### config.mk
export PLATFORM = sky130hd
export DESIGN_NAME = tmzp_timer0
export DESIGN_NICKNAME = d
export VERILOG_FILES = /design/src/verilog/tmzp_timer0.v
export VERILOG_INCLUDE_DIRS = /design/src /design/src/verilog
export SDC_FILE = /design/constraint.sdc
export NUM_CORES = 1
export LEC_CHECK = 0
export ABC_AREA = 0
export BUFFER_PORTS_ARGS = -buffer_cell sky130_fd_sc_hd__buf_2
export CORE_MARGIN = 2
export CORE_UTILIZATION = 25
export DETAILED_ROUTE_END_ITERATION = 7
export PLACE_DENSITY = 0.52
export RECOVER_POWER = 100
export SYNTH_ARGS = -nofsm -noshare
export SYNTH_HDL_FRONTEND = slang
export SYNTH_SLANG_ARGS = --single-unit
### constraint.sdc
create_clock -name i_core_clk -period 3.72 [get_ports i_core_clk]
set_input_delay 0.186 -clock i_core_clk [delete_from_list [all_inputs] [get_ports i_core_clk]]
set_output_delay 0.186 -clock i_core_clk [all_outputs]
set_load 0.01 [all_outputs]
### src/verilog/tmzp_defines.vh
// register offsets, field positions and reset values for the timer0 block
// assumes a 32-bit apb slave, one register per aligned word
`ifndef TMZP_DEFINES_VH
`define TMZP_DEFINES_VH
// ==========================================
// register byte offsets
`define TMZP_ADDR_COUNT_LOW 12'h000
`define TMZP_ADDR_COUNT_HIGH 12'h004
`define TMZP_ADDR_INT_CTRL 12'h008
`define TMZP_ADDR_TIMER_CTRL 12'h00C
`define TMZP_ADDR_SLEEP 12'h010
// ==========================================
// timer0_control fields
`define TMZP_CTL_RUN 7
`define TMZP_CTL_EIGHT 6
`define TMZP_CTL_SRC 5
`define TMZP_CTL_EDGE 4
`define TMZP_CTL_BYPASS 3
`define TMZP_CTL_RATIO_HI 2
`define TMZP_CTL_RATIO_LO 0
// ==========================================
// interrupt_control fields
`define TMZP_INT_OVF_EN 5
`define TMZP_INT_OVF_FLAG 2
// ==========================================
// reset values
`define TMZP_RST_CTRL 8'hFF
`define TMZP_RST_INT 8'h00
`define TMZP_RST_COUNT 8'h00
`endif

### src/verilog/tmzp_timer0.v
// timer0 with 8-bit prescaler, overflow flag and apb register access
// assumes one 50 mhz clock, apb master on the same clock, async count pin
//
// The implementer's own choices: the APB register port and the register offsets.
`timescale 1ns/1ns
`include "tmzp_defines.vh"

// Contract
// - hidden 8-bit prescaler counter
// - bypass and ratio in control low nibble
// - bypass clear assigns ratios 1:2..1:256
// - count write clears prescaler when assigned
// - count write keeps prescaler assignment
// - assignment changeable while timer runs
// - flag on FFh or FFFFh wrap
// - enable bit 5 masks overflow request
// - timer stops during sleep
// - control bit layout run..ratio
// - enable bit 5, flag bit 2
// - count as low and high bytes
module tmzp_timer0 #(
   parameter PRESCALE_WIDTH = 8
) (
   input wire i_core_clk,
   input wire i_reset,
   input wire i_psel,
   input wire i_penable,
   input wire i_pwrite,
   input wire [11:0] i_paddr,
   input wire [31:0] i_pwdata,
   input wire [3:0] i_pstrb,
   output wire o_pready,
   output wire o_pslverr,
   output reg [31:0] o_prdata,
   input wire i_instr_tick,
   input wire i_count_pin,
   input wire i_sleep,
   output wire o_overflow_irq
);

// ==========================================
// registers
reg [7:0] timer0_control_ff;
reg [7:0] interrupt_control_ff;
reg [7:0] count_low_ff;
reg [7:0] count_high_ff;
reg [PRESCALE_WIDTH-1:0] prescale_ff;
reg [2:0] pin_sync_ff;
reg sleep_sync1_ff;
reg sleep_sync2_ff;
reg sleep_sync3_ff;
reg sleep_ff;
reg pin_level_ff;
reg sleep_level_ff;
reg irq_ff;
reg [31:0] rd_mux;

reg [7:0] nxt_timer0_control;
reg [7:0] nxt_interrupt_control;
reg [7:0] nxt_count_low;
reg [7:0] nxt_count_high;
reg [PRESCALE_WIDTH-1:0] nxt_prescale;

wire wr_access;
wire wr_low;
wire wr_high;
wire wr_ctrl;
wire wr_int;
wire wr_sleep;
wire mapped;
wire run_en;
wire eight_bit;
wire src_pin;
wire edge_fall;
wire bypass;
wire [2:0] ratio_sel;
wire pin_rise;
wire pin_fall;
wire src_event;
wire timer_tick;
wire [15:0] count_now;
wire [15:0] count_inc;
wire overflow;
wire sleeping;
wire nxt_pin_level;
wire nxt_sleep_level;

// ==========================================
// helpers
function hit;
   input [11:0] addr;
   input [11:0] offset;
   begin
      hit = (addr[11:2] == offset[11:2]);
   end
endfunction

// true when the prescaler count completes one period of the chosen ratio
function ratio_done;
   input [7:0] pre;
   input [2:0] sel;
   reg [8:0] mask;
   begin
      mask = (9'h002 << sel) - 9'h001;
      ratio_done = ((pre & mask[7:0]) == mask[7:0]);
   end
endfunction

// level moves only once the two older sync stages agree
function agree_level;
   input newer;
   input older;
   input held;
   begin
      agree_level = (newer == older) ? older : held;
   end
endfunction

// ==========================================
// apb decode
assign o_pready = 1'b1;
assign mapped = hit(i_paddr, `TMZP_ADDR_COUNT_LOW) | hit(i_paddr, `TMZP_ADDR_COUNT_HIGH)
   | hit(i_paddr, `TMZP_ADDR_INT_CTRL) | hit(i_paddr, `TMZP_ADDR_TIMER_CTRL)
   | hit(i_paddr, `TMZP_ADDR_SLEEP);
assign o_pslverr = i_psel & i_penable & ~mapped;
assign wr_access = i_psel & i_penable & i_pwrite & i_pstrb[0];
assign wr_low = wr_access & hit(i_paddr, `TMZP_ADDR_COUNT_LOW);
assign wr_high = wr_access & hit(i_paddr, `TMZP_ADDR_COUNT_HIGH);
assign wr_ctrl = wr_access & hit(i_paddr, `TMZP_ADDR_TIMER_CTRL);
assign wr_int = wr_access & hit(i_paddr, `TMZP_ADDR_INT_CTRL);
assign wr_sleep = wr_access & hit(i_paddr, `TMZP_ADDR_SLEEP);

// ==========================================
// control fields
assign run_en = timer0_control_ff[`TMZP_CTL_RUN];
assign eight_bit = timer0_control_ff[`TMZP_CTL_EIGHT];
assign src_pin = timer0_control_ff[`TMZP_CTL_SRC];
assign edge_fall = timer0_control_ff[`TMZP_CTL_EDGE];
assign bypass = timer0_control_ff[`TMZP_CTL_BYPASS];
assign ratio_sel = timer0_control_ff[`TMZP_CTL_RATIO_HI:`TMZP_CTL_RATIO_LO];
assign nxt_sleep_level = agree_level(sleep_sync2_ff, sleep_sync3_ff, sleep_level_ff);
assign sleeping = sleep_level_ff | sleep_ff;

// ==========================================
// count pin synchroniser and edge detect
assign nxt_pin_level = agree_level(pin_sync_ff[1], pin_sync_ff[2], pin_level_ff);
assign pin_rise = nxt_pin_level & ~pin_level_ff;
assign pin_fall = ~nxt_pin_level & pin_level_ff;
assign src_event = src_pin ? (edge_fall ? pin_fall : pin_rise) : i_instr_tick;

// ==========================================
// prescaler and count
assign timer_tick = run_en & ~sleeping & src_event
   & (bypass | ratio_done(prescale_ff[7:0], ratio_sel));
assign count_now = {count_high_ff, count_low_ff};
assign count_inc = eight_bit ? {count_high_ff, count_low_ff + 8'h01} : count_now + 16'h0001;
assign overflow = timer_tick
   & (eight_bit ? (count_low_ff == 8'hFF) : (count_now == 16'hFFFF));
assign o_overflow_irq = irq_ff;

// ==========================================
// prescaler next value
always @* begin
   nxt_prescale = prescale_ff;
   // advances only when assigned; a control write never touches it
   if (run_en & ~sleeping & src_event & ~bypass) begin
      nxt_prescale = prescale_ff + {{(PRESCALE_WIDTH-1){1'b0}}, 1'b1};
   end
   if ((wr_low | wr_high) & ~bypass) begin
      nxt_prescale = {PRESCALE_WIDTH{1'b0}};
   end
end

// ==========================================
// count next value
always @* begin
   nxt_count_low = count_low_ff;
   nxt_count_high = count_high_ff;
   if (timer_tick) begin
      nxt_count_low = count_inc[7:0];
      nxt_count_high = count_inc[15:8];
   end
   if (wr_low) begin
      nxt_count_low = i_pwdata[7:0];
   end
   if (wr_high) begin
      nxt_count_high = i_pwdata[7:0];
   end
end

// ==========================================
// control next value
always @* begin
   nxt_timer0_control = timer0_control_ff;
   if (wr_ctrl) begin
      nxt_timer0_control = i_pwdata[7:0];
   end
end

// ==========================================
// interrupt control next value
always @* begin
   nxt_interrupt_control = interrupt_control_ff;
   if (wr_int) begin
      nxt_interrupt_control = i_pwdata[7:0];
   end
   // hardware set wins over a same-cycle software clear
   if (overflow) begin
      nxt_interrupt_control[`TMZP_INT_OVF_FLAG] = 1'b1;
   end
end

// ==========================================
// control and interrupt state
always @(posedge i_core_clk) begin
   if (i_reset) begin
      timer0_control_ff <= `TMZP_RST_CTRL;
      interrupt_control_ff <= `TMZP_RST_INT;
      irq_ff <= 1'b0;
   end else begin
      timer0_control_ff <= nxt_timer0_control;
      interrupt_control_ff <= nxt_interrupt_control;
      irq_ff <= nxt_interrupt_control[`TMZP_INT_OVF_FLAG]
         & nxt_interrupt_control[`TMZP_INT_OVF_EN];
   end
end

// ==========================================
// count and prescaler state
always @(posedge i_core_clk) begin
   if (i_reset) begin
      count_low_ff <= `TMZP_RST_COUNT;
      count_high_ff <= `TMZP_RST_COUNT;
      prescale_ff <= {PRESCALE_WIDTH{1'b0}};
   end else begin
      count_low_ff <= nxt_count_low;
      count_high_ff <= nxt_count_high;
      prescale_ff <= nxt_prescale;
   end
end

// ==========================================
// count pin synchroniser state
always @(posedge i_core_clk) begin
   if (i_reset) begin
      pin_sync_ff <= 3'h0;
      pin_level_ff <= 1'b0;
   end else begin
      pin_sync_ff <= {pin_sync_ff[1:0], i_count_pin};
      pin_level_ff <= nxt_pin_level;
   end
end

// ==========================================
// sleep pin synchroniser state
always @(posedge i_core_clk) begin
   if (i_reset) begin
      sleep_sync1_ff <= 1'b0;
      sleep_sync2_ff <= 1'b0;
      sleep_sync3_ff <= 1'b0;
      sleep_level_ff <= 1'b0;
   end else begin
      sleep_sync1_ff <= i_sleep;
      sleep_sync2_ff <= sleep_sync1_ff;
      sleep_sync3_ff <= sleep_sync2_ff;
      sleep_level_ff <= nxt_sleep_level;
   end
end

// ==========================================
// software sleep bit
always @(posedge i_core_clk) begin
   if (i_reset) begin
      sleep_ff <= 1'b0;
   end else if (wr_sleep) begin
      sleep_ff <= i_pwdata[0];
   end
end

// ==========================================
// read mux
always @* begin
   rd_mux = 32'h00000000;
   if (hit(i_paddr, `TMZP_ADDR_COUNT_LOW)) begin
      rd_mux[7:0] = count_low_ff;
   end else if (hit(i_paddr, `TMZP_ADDR_COUNT_HIGH)) begin
      rd_mux[7:0] = count_high_ff;
   end else if (hit(i_paddr, `TMZP_ADDR_INT_CTRL)) begin
      rd_mux[7:0] = interrupt_control_ff;
   end else if (hit(i_paddr, `TMZP_ADDR_TIMER_CTRL)) begin
      rd_mux[7:0] = timer0_control_ff;
   end else if (hit(i_paddr, `TMZP_ADDR_SLEEP)) begin
      rd_mux[0] = sleep_ff;
   end
end

// ==========================================
// read data register, loaded in the setup cycle
always @(posedge i_core_clk) begin
   if (i_reset) begin
      o_prdata <= 32'h00000000;
   end else if (i_psel & ~i_penable) begin
      o_prdata <= rd_mux;
   end
end

endmodule
After elaboration in Yosys (flattened, before gate mapping)
Index checks and enable logic that the tools add are counted.

$add $sub $neg: 4. Equal/unequal tests: 10. Shift operators: 1. Muxes and demuxes: 17. Bitwise operators: 33. Reductions and logical operators: 5.

Operators with widths (number): $mux W8 (7); $eq A10 B2 Y1 const B (2); $and A1 B1 Y1 (19); $add A16 B1 Y16 const B (1); $add A8 B1 Y8 const B (2); $eq A16 B16 Y1 const B (1); $mux W16 (1); $eq A10 B1 Y1 const B (1); $eq A10 B3 Y1 const B (1); $logic_not A10 Y1 (1); $and A8 B8 Y8 (1); $eq A8 B8 Y1 (1); $eq A8 B8 Y1 const B (1); $shl A2 B3 Y8 const A (1); $sub A8 B1 Y8 const B (1); $mux W1 (7); $mux W7 (1); $or A1 B1 Y1 (7); $mux W6 (1); $not A1 Y1 (6); $reduce_bool A2 Y1 (2); $eq A1 B1 Y1 (2); $ne A2 B1 Y1 const B (1); $reduce_and A2 Y1 (1); $reduce_or A2 Y1 (1).

Register bits: 58. Input port bits: 56. Output and inout bits: 35. Word-level logic and storage cells: 85.

Depth between registers and ports, before layout
Gate-level depths: netlist of the first run.

Word-level depth: 11. Depth in mapped cells: 8. Mapped depth without buffers: 6.

Worst setup path before layout of the first run
Ideal clock, no wire load.

Kind: input to register. From: in i_paddr[9]. To: reg count_low_ff[7]. Library setup time: 0.139 ns. Data arrival time: 1.678 ns. Required time: 3.581 ns. Setup slack: 1.904 ns. Stages: 6. Path buffers: 2. Cells stage by stage: or4_4 or4_4 buf_6 buf_6 nor2_1 a211oi_2.

Word-level cells in the longest chain between the ends: 3. Elaborated cells between the ends (all ways): 4. Classes of those cells: 1 x mux; 1 x bitwise; 2 x reduce/logical.

RTL lines: from (decl) (RTL line tmzp_timer0.v:29) `input wire [11:0] i_paddr,`; $logic_not A10 Y1 * (RTL line tmzp_timer0.v:94) `hit = (addr[11:2] == offset[11:2]);`; $and A1 B1 Y1 * (RTL line tmzp_timer0.v:127) `` assign wr_low = wr_access & hit(i_paddr, `TMZP_ADDR_COUNT_LOW); ``; $mux W8 / $reduce_bool A2 Y1 (equally long branches); to (signal assigned) (RTL line tmzp_timer0.v:232) `` count_low_ff <= `TMZP_RST_COUNT; ``; to (signal assigned) (RTL line tmzp_timer0.v:236) `count_low_ff <= nxt_count_low;`; to (decl) (RTL line tmzp_timer0.v:45) `reg [7:0] count_low_ff;`.

Every way passes the cells marked *; elsewhere a longest branch is shown, timed or not. A chain may end at the register's enable or synchronous reset.

Final worst setup path of the first run
From: in i_paddr[2]. To: reg interrupt_control_ff[2].

Word-level cells in the longest chain between the ends: 4.

RTL lines: $eq A10 B2 Y1 (RTL line tmzp_timer0.v:94); $and A1 B1 Y1 (RTL line tmzp_timer0.v:130) `` assign wr_int = wr_access & hit(i_paddr, `TMZP_ADDR_INT_CTRL); ``; $mux W6 (RTL line tmzp_timer0.v:204) `if (wr_int) begin`; $mux W1 (RTL line tmzp_timer0.v:208) `if (overflow) begin`; to (signal assigned) (RTL line tmzp_timer0.v:218) `` interrupt_control_ff <= `TMZP_RST_INT; ``; to (signal assigned) (RTL line tmzp_timer0.v:222) `interrupt_control_ff <= nxt_interrupt_control;`; to (decl) (RTL line tmzp_timer0.v:44) `reg [7:0] interrupt_control_ff;`.

Every way passes these cells.

==> results of run 1 <==
power groups by stage:
stage	registers, µW	clock network [µW]	logic, µW
floorplan	648	0	65.8
global placement	646	0	82.0
detailed placement	646	0	83.2
CTS	633	895	83.6
global route	634	924	91.2
finish	633	885	81.1
per-stage QoR:
step                      worst slack [ps]  hold slack (ps)
after floorplan                       1900              304
after global placement                1250              400
after detailed placement              1250              404
after CTS                             1240             67.5
after global routing                   563             72.0
final                                  819             75.6
sequential cells by signal, indices dropped and copies added (netlist names):
| signal | count |
|---|---|
| prescale_ff | 8 |
| o_prdata | 8 |
| count_low_ff | 8 |
| sleep_ff | 1 |
| pin_level_ff | 1 |
| sleep_sync1_ff | 1 |
| pin_sync_ff | 3 |
| interrupt_control_ff | 8 |
| timer0_control_ff | 8 |
| o_overflow_irq | 1 |
| count_high_ff | 8 |
| sleep_sync3_ff | 1 |
| sleep_sync2_ff | 1 |
| sleep_level_ff | 1 |
cells in the final DEF (no fill, tap or decap), drive strengths merged, types with 4 or more instances in the layout:
cell type / synthesis / routed
and2: 4 / 4
a2111oi: 8 / 8
buf: 33 / 26
nor2b: 11 / 11
nor2: 56 / 56
a211oi: 24 / 24
and3: 7 / 7
mux2i: 10 / 10
xor2: 21 / 21
nand4: 12 / 12
conb: 2 / 25
nor3: 5 / 5
o21ai: 11 / 11
a21oi: 19 / 19
nand3: 19 / 19
nand2: 27 / 27
clkbuf: 9 / 24
inv: 4 / 4
nor4: 5 / 5
dfxtp: 58 / 58
per-layer routing:
metal	vias up	track usage [%]	routed length (µm)
met4	0	5.96	179
met2	108	19.0	3450
met5	-	0	0
met1	1244	17.2	3950
met3	13	2.63	546
li1	1335	-	-
synthesized netlist by cell type, types with 2 or more instances:
cell	number
a2111oi_0	7
mux2i_1	10
buf_4	26
nor2_1	56
nand4_1	11
a21oi_1	19
clkbuf_1	6
and3_1	6
a211o_1	2
and2_2	2
a211oi_2	9
nand2_1	26
o21ai_0	11
conb_1	2
nor2b_1	11
dfxtp_1	58
inv_1	4
ha_1	2
buf_2	2
clkbuf_8	2
nand3_1	19
nor3_1	3
or4_4	2
buf_1	2
and2_1	2
nand2b_1	2
nor4_1	4
and4_1	3
buf_6	3
o211ai_1	2
xor2_1	21
a211oi_1	15
cell type report:
type                       instances  area share (%)
sequential                        58            31.8
multi-input combinational        292            48.3
clock inverter                     3            1.23
clock buffer                      13            7.67
inverter                           4           0.411
timing repair buffer              37            4.76
tap                              172            5.89
worst paths after layout:
| kind | to | slack, ps |
|---|---|---|
| max | interrupt_control_ff[2]$_SDFF_PP0_ | 820 |
| min reg2reg | pin_sync_ff[1]$_SDFF_PP0_ | 450 |
| max reg2reg | o_overflow_irq$_SDFF_PP0_ | 1220 |
| min | sleep_sync1_ff$_SDFF_PP0_ | 80 |
worst max-delay path, cell delays in order:
cell,delay (ps)
clkbuf_1,370
nor4_1,480
nand2b_1,150
nor3_1,1300
mux2i_1,300
o31ai_1,100
nor2b_1,140
cell families (layout without fill, tap and decap cells):
logic type | after synthesis | after routing
other cells | 2 | 25
buf+inv | 46 | 57
simple gates | 160 | 160
compound gates | 73 | 73
fa+ha+maj | 2 | 2
flops | 58 | 58
xor+xnor | 22 | 22
mux | 10 | 10
==> impl_results.html, run 1 <==
<table>
<tr><th>Metric</th><th>Value</th></tr>
<tr><th colspan="2">Cells and area</th></tr>
<tr><td>Nets</td><td>460</td></tr>
<tr><td>Post-Layout Cell Count</td><td>between 500 and 600</td></tr>
<tr><td>Multi-input combinational cell area</td><td>between 0.0015 and 0.002 mm²</td></tr>
<tr><td>Number of filler instances in the final layout</td><td>around 1400</td></tr>
<tr><td>Area grow syn2layout</td><td>14.5%</td></tr>
<tr><td>Post-route cell area</td><td>0.00366 mm²</td></tr>
<tr><td>End-of-flow core utilization</td><td>between 20% and 30%</td></tr>
<tr><td>Sequential cell area</td><td>0.00116 mm²</td></tr>
<tr><td>Antenna diodes</td><td>0</td></tr>
<tr><td>Fraction of final layout cells with drive strength greater than 1</td><td>between 10 and 15%</td></tr>
<tr><th colspan="2">Clocking</th></tr>
<tr><td>Number of setup buffers added after CTS</td><td>0</td></tr>
<tr><td>CTS max path bufs</td><td>2</td></tr>
<tr><td>CTS Root Cell</td><td>clkbuf_16</td></tr>
<tr><td>Post-cts resize count</td><td>0</td></tr>
<tr><td>CTS Hold Buffers Added</td><td>0</td></tr>
<tr><td>Clock slew at the register clock pins of the worst setup and hold paths</td><td>approximately 60 ps</td></tr>
<tr><td>Clock tree from TritonCTS</td><td>done</td></tr>
<tr><td>Num Clock Sinks</td><td>just under 60</td></tr>
<tr><td>H-Tree Depth</td><td>3</td></tr>
<tr><td>Number of clock buffers inserted by TritonCTS</td><td>9</td></tr>
<tr><td>Insertion delay of the later-clocked pin in the worst-skew pair</td><td>about 320 ps</td></tr>
<tr><th colspan="2">Synthesis</th></tr>
<tr><td>Most area-hungry cell type in the Yosys netlist</td><td>dfxtp_1</td></tr>
<tr><td>Compound-gate portion of the synthesized area</td><td>17.2%</td></tr>
<tr><td>Syn Inst Count</td><td>roughly 370</td></tr>
<tr><td>Avg Cell Area, Syn</td><td>8.56 µm²</td></tr>
<tr><td>Ys flop type</td><td>dfxtp_1</td></tr>
<tr><td>Parity-gate share of the synthesized area counting xor and xnor cells</td><td>6.03%</td></tr>
<tr><td>Number of enable-type register cells in the synthesized netlist</td><td>0</td></tr>
<tr><td>Synth Area in Adders</td><td>less than 1%</td></tr>
<tr><td>Cell types occupying the most area after synthesis</td><td>dfxtp_1 (36%), nor2_1 (6.6%), buf_4 (6.1%), xor2_1 (5.8%), a211oi_1 (3.5%)</td></tr>
<tr><td>Warnings, synthesis</td><td>0</td></tr>
<tr><td>Flip-flop and latch count after synthesis</td><td>58</td></tr>
<tr><td>Proportion of synthesized area in mux cells</td><td>under 10%</td></tr>
<tr><td>Proportion of netlist area held by the largest area contributor</td><td>between 30% and 40%</td></tr>
<tr><td>Combined area of all synthesized cells</td><td>about 0.0032 mm²</td></tr>
<tr><td>Proportion of register bits with asynchronous set or reset after synthesis</td><td>0%</td></tr>
<tr><td>Count of unique library cells instantiated by Yosys</td><td>55</td></tr>
<tr><td>Sequential fraction of the synthesis area</td><td>a little over a third</td></tr>
<tr><td>Main combinational cell family by area after synthesis</td><td>simple AND/OR/NAND/NOR gates</td></tr>
<tr><td>Post-synthesis simple-gate area fraction</td><td>a little over a quarter</td></tr>
<tr><th colspan="2">Power and ir drop</th></tr>
<tr><td>Clock network fraction of design power</td><td>between 50% and 60%</td></tr>
<tr><td>Power Internal</td><td>about 1200 µW</td></tr>
<tr><td>Switching power as a share of total power</td><td>roughly 22%</td></tr>
<tr><td>Static leakage</td><td>about 0.0013 µW</td></tr>
<tr><td>Register share of total power</td><td>approximately two fifths</td></tr>
<tr><td>Power after layout</td><td>~1600 µW</td></tr>
<tr><td>Share of power burned in combinational logic</td><td>5.1%</td></tr>
<tr><td>Psw</td><td>357 µW</td></tr>
<tr><td>Pwr Density</td><td>between 400 and 500 mW/mm²</td></tr>
<tr><td>Peak supply drop</td><td>approximately 0.00021 V</td></tr>
<tr><th colspan="2">Die</th></tr>
<tr><td>Number of placement rows</td><td>41</td></tr>
<tr><td>Initial cell density of the core</td><td>between 20 and 30%</td></tr>
<tr><td>Die Y-Extent</td><td>roughly 120 µm</td></tr>
<tr><td>Std-Cell Core Area</td><td>around 0.013 mm²</td></tr>
<tr><td>Number of top-level pins</td><td>91</td></tr>
<tr><td>Die footprint</td><td>~0.014 mm²</td></tr>
<tr><td>Die W</td><td>about 120 µm</td></tr>
<tr><th colspan="2">Flow run</th></tr>
<tr><td>Number of max-cap violations</td><td>2</td></tr>
<tr><th colspan="2">Placed design</th></tr>
<tr><td>Gp weighted congestion</td><td>roughly 0.87</td></tr>
<tr><td>Placed cell area</td><td>0.00338 mm²</td></tr>
<tr><td>Placed cell count</td><td>between 500 and 600</td></tr>
<tr><td>Half-perimeter wire length after placement</td><td>around 5800 µm</td></tr>
<tr><td>IO Port Bufs</td><td>36</td></tr>
<tr><th colspan="2">Timing</th></tr>
<tr><td>Count of pins over their slew limit</td><td>54</td></tr>
<tr><td>Number of failing setup endpoints in the final timing report</td><td>0</td></tr>
<tr><td>Clock tree skew after final layout</td><td>just over 6 ps</td></tr>
<tr><td>Slew at the pin closest to its max-slew limit</td><td>around 2200 ps</td></tr>
<tr><td>Remaining max-slew budget at the tightest pin</td><td>-46.1%</td></tr>
<tr><td>Count of endpoints failing hold in the final timing report</td><td>0</td></tr>
<tr><td>TNS Setup</td><td>0 ps</td></tr>
<tr><td>Final worst path period share</td><td>78.0%</td></tr>
<tr><td>Maximum clock rate</td><td>0.345 GHz</td></tr>
<tr><td>Post-layout min period</td><td>2900 ps</td></tr>
<tr><td>RSZ-0062 raised after global routing</td><td>no</td></tr>
<tr><th colspan="2">Detailed routing</th></tr>
<tr><td>Number of nets still failing antenna checks after routing</td><td>0</td></tr>
<tr><td>Routed WL per cell</td><td>around 14 µm</td></tr>
<tr><td>Drt initial violations</td><td>154</td></tr>
<tr><td>Vias</td><td>2700</td></tr>
<tr><td>Detailed-router iteration count before antenna repair</td><td>4</td></tr>
<tr><td>Detail-routed via count per cell</td><td>between 4 and 5</td></tr>
<tr><td>DRC violation count after routing</td><td>0</td></tr>
<tr><td>Routed wire length</td><td>8120 µm</td></tr>
<tr><th colspan="2">Worst setup path</th></tr>
<tr><td>Maximum net fanout on the critical path</td><td>20</td></tr>
<tr><td>Endpoint arrival time on the critical path</td><td>between 3000 and 4000 ps</td></tr>
<tr><td>Timing startpoint of the critical path</td><td>i_paddr[2]</td></tr>
<tr><td>Critical path required time</td><td>just under 4000 ps</td></tr>
<tr><td>Type of element capturing the critical path</td><td>flip-flop</td></tr>
<tr><td>Type of the worst setup path</td><td>in2reg</td></tr>
<tr><td>Depth of the most critical reg-to-reg path</td><td>6</td></tr>
<tr><td>Startpoint kind of the worst setup timing path</td><td>primary input</td></tr>
<tr><td>Reg2reg start</td><td>prescale_ff[2]$_SDFFE_PP0P_</td></tr>
<tr><th colspan="2">GRT</th></tr>
<tr><td>Global-route usage over all layers</td><td>between 10 and 15%</td></tr>
<tr><td>Largest net degree at the start of global routing</td><td>45</td></tr>
<tr><td>Number of global-route vias before repair</td><td>around 2500</td></tr>
<tr><td>Antenna violations before repair</td><td>0</td></tr>
<tr><td>Remaining global-route overflow</td><td>0</td></tr>
<tr><td>First-pass GRT wire length</td><td>between 10000 and 15000 µm</td></tr>
<tr><th colspan="2">Outcome</th></tr>
<tr><td>Outcome</td><td>complete, but fails checks</td></tr>
<tr><td>Violated checks</td><td>max-capacitance violations, max-slew violations</td></tr>
<tr><th colspan="2">Min path</th></tr>
<tr><td>Hold Startpoint</td><td>i_sleep</td></tr>
<tr><td>Min-delay worst type</td><td>in2reg</td></tr>
<tr><td>Hold path cells</td><td>2</td></tr>
</table>
Note: power is estimated with default switching activity, not from simulation.
==> run 2: changes to the inputs <==
Settings changed: ABC_AREA 0 to 1, PLACE_DENSITY 0.52 to 0.53.
Clock period 3.72 ns to 2.4 ns, I/O delays scaled along.
==> impl_results.html, run 2 <==
<table>
<tr><th>Metric</th><th>Value</th></tr>
<tr><th colspan="2">Detailed routing</th></tr>
<tr><td>Routed wire length</td><td>~10000 µm</td></tr>
<tr><td>Detailed-router iteration count before antenna repair</td><td>4</td></tr>
<tr><td>DRC violation count after routing</td><td>0</td></tr>
<tr><td>Drt initial violations</td><td>314</td></tr>
<tr><td>Number of nets still failing antenna checks after routing</td><td>0</td></tr>
<tr><td>Routed WL per cell</td><td>about 13 µm</td></tr>
<tr><td>Detail-routed via count per cell</td><td>about 4.6</td></tr>
<tr><td>Vias</td><td>around 3500</td></tr>
<tr><th colspan="2">Worst setup path</th></tr>
<tr><td>Maximum net fanout on the critical path</td><td>17</td></tr>
<tr><td>Cell occurring most often along the worst timing path</td><td>clkbuf_1</td></tr>
<tr><td>Ordered list of cells on the worst path</td><td>clkbuf_1 &gt; nor2_4 &gt; nand2_1 &gt; nor2_2 &gt; clkbuf_1 &gt; nand3_1 &gt; o211ai_1</td></tr>
<tr><td>Gate family responsible for the most delay along the worst path</td><td>simple AND/OR/NAND/NOR gates</td></tr>
<tr><td>Slowest cell on the critical path</td><td>clkbuf_1</td></tr>
<tr><td>Endpoint arrival time on the critical path</td><td>~2200 ps</td></tr>
<tr><td>Critical path required time</td><td>between 2000 and 3000 ps</td></tr>
<tr><td>Peak per-stage delay on the critical path</td><td>about 590 ps</td></tr>
<tr><td>Startpoint kind of the worst setup timing path</td><td>primary input</td></tr>
<tr><td>Type of the worst setup path</td><td>in2reg</td></tr>
<tr><td>Type of element capturing the critical path</td><td>flip-flop</td></tr>
<tr><td>Buffering stage count on the worst path with inverters included</td><td>2</td></tr>
<tr><th colspan="2">Synthesis</th></tr>
<tr><td>Count of unique library cells instantiated by Yosys</td><td>37</td></tr>
<tr><td>Flip-flop and latch count after synthesis</td><td>between 50 and 60</td></tr>
<tr><td>Cell types occupying the most area after synthesis</td><td>dfxtp_1 (33%), nand2_1 (12%), inv_1 (7.6%), nand3_1 (6.8%), nor2_1 (6.5%)</td></tr>
<tr><td>Number of enable-type register cells in the synthesized netlist</td><td>0</td></tr>
<tr><td>Combined area of all synthesized cells</td><td>0.00355 mm²</td></tr>
<tr><td>Avg Cell Area, Syn</td><td>about 6.6 µm²</td></tr>
<tr><td>Proportion of netlist area held by the largest area contributor</td><td>between 30% and 40%</td></tr>
<tr><td>Warnings, synthesis</td><td>0</td></tr>
<tr><td>Commonest cells in the netlist</td><td>nand2_1 (116), inv_1 (72), nor2_1 (62), dfxtp_1 (58), nand3_1 (48)</td></tr>
<tr><td>Syn Inst Count</td><td>540</td></tr>
<tr><td>Proportion of register bits with asynchronous set or reset after synthesis</td><td>0%</td></tr>
<tr><td>Most area-hungry cell type in the Yosys netlist</td><td>dfxtp_1</td></tr>
<tr><td>Sequential fraction of the synthesis area</td><td>between 30% and 40%</td></tr>
<tr><td>Ys flop type</td><td>dfxtp_1</td></tr>
<tr><td>Most frequently used cell type in the post-synthesis netlist</td><td>nand2_1</td></tr>
<tr><th colspan="2">Min path</th></tr>
<tr><td>Min-delay worst type</td><td>in2reg</td></tr>
<tr><th colspan="2">Clocking</th></tr>
<tr><td>CTS Root Cell</td><td>clkbuf_16</td></tr>
<tr><td>Num Clock Sinks</td><td>58</td></tr>
<tr><td>Number of clock buffers inserted by TritonCTS</td><td>9</td></tr>
<tr><td>Insertion delay of the later-clocked pin in the worst-skew pair</td><td>340 ps</td></tr>
<tr><td>Number of setup buffers added after CTS</td><td>0</td></tr>
<tr><td>Clock tree from TritonCTS</td><td>done</td></tr>
<tr><td>CTS Hold Buffers Added</td><td>1</td></tr>
<tr><td>Clock slew at the register clock pins of the worst setup and hold paths</td><td>50 ps</td></tr>
<tr><td>H-Tree Depth</td><td>3</td></tr>
<tr><td>CTS max path bufs</td><td>2</td></tr>
<tr><td>Post-cts resize count</td><td>0</td></tr>
<tr><th colspan="2">Placed design</th></tr>
<tr><td>Gp weighted congestion</td><td>0.875</td></tr>
<tr><td>Half-perimeter wire length after placement</td><td>7590 µm</td></tr>
<tr><td>IO Port Bufs</td><td>36</td></tr>
<tr><th colspan="2">GRT</th></tr>
<tr><td>Antenna violations before repair</td><td>0</td></tr>
<tr><td>Remaining global-route overflow</td><td>0</td></tr>
<tr><td>Number of global-route vias before repair</td><td>approximately 3100</td></tr>
<tr><td>First-pass GRT wire length</td><td>~16000 µm</td></tr>
<tr><td>Largest net degree at the start of global routing</td><td>25</td></tr>
<tr><td>Global-route usage over all layers</td><td>between 10% and 20%</td></tr>
<tr><th colspan="2">Timing</th></tr>
<tr><td>Post-layout min period</td><td>roughly 1900 ps</td></tr>
<tr><td>Remaining max-slew budget at the tightest pin</td><td>18.0%</td></tr>
<tr><td>Clock tree skew after final layout</td><td>around 6.8 ps</td></tr>
<tr><td>RSZ-0062 raised after global routing</td><td>no</td></tr>
<tr><td>Number of failing setup endpoints in the final timing report</td><td>0</td></tr>
<tr><td>Final worst path period share</td><td>79.9%</td></tr>
<tr><td>Count of pins over their slew limit</td><td>0</td></tr>
<tr><td>TNS Setup</td><td>0 ps</td></tr>
<tr><td>Maximum clock rate</td><td>roughly 0.52 GHz</td></tr>
<tr><td>Slew at the pin closest to its max-slew limit</td><td>approximately 1200 ps</td></tr>
<tr><td>Count of endpoints failing hold in the final timing report</td><td>0</td></tr>
<tr><th colspan="2">Cells and area</th></tr>
<tr><td>Nets</td><td>632</td></tr>
<tr><td>End-of-flow core utilization</td><td>between 20% and 30%</td></tr>
<tr><td>Most frequent cells in the layout</td><td>nand2_1 (119), inv_1 (73), nor2_1 (63)</td></tr>
<tr><td>Most common cell after layout, fill and taps aside</td><td>nand2_1</td></tr>
<tr><td>Multi-input combinational cell area</td><td>approximately 0.0019 mm²</td></tr>
<tr><td>Antenna diodes</td><td>0</td></tr>
<tr><td>Fraction of final layout cells with drive strength greater than 1</td><td>about a tenth</td></tr>
<tr><td>Area grow syn2layout</td><td>14.4%</td></tr>
<tr><td>Sequential cell area</td><td>about 0.0012 mm²</td></tr>
<tr><td>Number of filler instances in the final layout</td><td>roughly 1500</td></tr>
<tr><th colspan="2">Power and ir drop</th></tr>
<tr><td>Power after layout</td><td>2460 µW</td></tr>
<tr><td>Pwr Density</td><td>~600 mW/mm²</td></tr>
<tr><td>Peak supply drop</td><td>0.000307 V</td></tr>
<tr><td>Static leakage</td><td>around 0.0018 µW</td></tr>
<tr><th colspan="2">Die</th></tr>
<tr><td>Std-Cell Core Area</td><td>~0.014 mm²</td></tr>
<tr><td>Die W</td><td>around 120 µm</td></tr>
<tr><td>Number of placement rows</td><td>43</td></tr>
<tr><td>Die Y-Extent</td><td>123 µm</td></tr>
<tr><td>Die footprint</td><td>about 0.015 mm²</td></tr>
<tr><td>Initial cell density of the core</td><td>between 20% and 30%</td></tr>
<tr><td>Number of top-level pins</td><td>a little over 90</td></tr>
<tr><th colspan="2">Flow run</th></tr>
<tr><td>Number of max-cap violations</td><td>0</td></tr>
<tr><th colspan="2">Outcome</th></tr>
<tr><td>Outcome</td><td>complete, no violations</td></tr>
</table>
run 2: changes by cell type in the layout (fill, tap and decap cells not counted), moves of 14 or more:
| cell | delta |
|---|---|
| xor2_1 | -14 |
| o211ai_1 | +16 |
| o21ai_0 | +16 |
| nand3_1 | +29 |
| nand2_1 | +92 |
| inv_1 | +69 |
run 2: metrics by stage:
step                      setup slack, ps  instances  hold slack, ps  cell area (µm²)
final                                 482        758            3.91             4070
after global routing                  233        758            21.7             4070
after CTS                             575        758            2.88             4110
after detailed placement              571        742             341             3790
after global placement                592        742             336             3790
after floorplan                       984        563             227             3640
run 2: where the power goes:
group          leakage (µW)  switching (µW)  internal [µW]
clock network      0.000152             453            880
logic               0.00118             103           37.2
registers          0.000470            5.83            976
run 2: worst paths after layout:
path,start,to,slack [ps],cells after the start
setup / recovery,i_paddr[11],timer0_control_ff[4]$_SDFFE_PP1P_,480,7
hold / removal,i_sleep,sleep_sync1_ff$_SDFF_PP0_,4,3
setup reg to reg,prescale_ff[5]$_SDFFE_PP0P_,count_low_ff[3]$_SDFFE_PP0P_,590,13
hold reg to reg,sleep_sync1_ff$_SDFF_PP0_,sleep_sync2_ff$_SDFF_PP0_,400,2
run 2: worst register-to-register path, stage by stage, from the launching register on:
cell     delay [ps]
dfxtp_1         430
inv_1            60
nand2_1          60
nand2_1          50
nand2_1          50
nand2_1          50
inv_1            40
nand2_1          70
nand2_1         110
nand2_1         140
nand2_1         290
inv_1           150
nand2_1          80
a21oi_1          50
run 2: area by class of cell:
type                            instances  area share, %
Clock inverter                          2          0.862
Sequential cell                        58           28.6
Tap cell                              180           5.54
Clock buffer                           13           6.65
Inverter                               76           7.02
Multi-Input combinational cell        388           46.5
Timing Repair Buffer                   41           4.86
run 2: kinds of logic after synthesis:
family,count (synthesis),synth area share (%)
AOI/OAI and AO/OA,95,15.8
DFF,58,32.7
adders and majority gates,2,0.704
buffers and inverters,117,16.0
xor gates and xnor gates,8,1.97
and+or+nand+nor,258,32.7
other,2,0.211
run 2: routing by layer:
layer / global-route usage [%] / up-vias / share of wire, %
met4: 5.47 / 0 / 1.5
met2: 21.6 / 102 / 45
met5: 0 / - / 0
met1: 18.0 / 1596 / 47
met3: 3.46 / 9 / 6.3
li1: - / 1773 / -
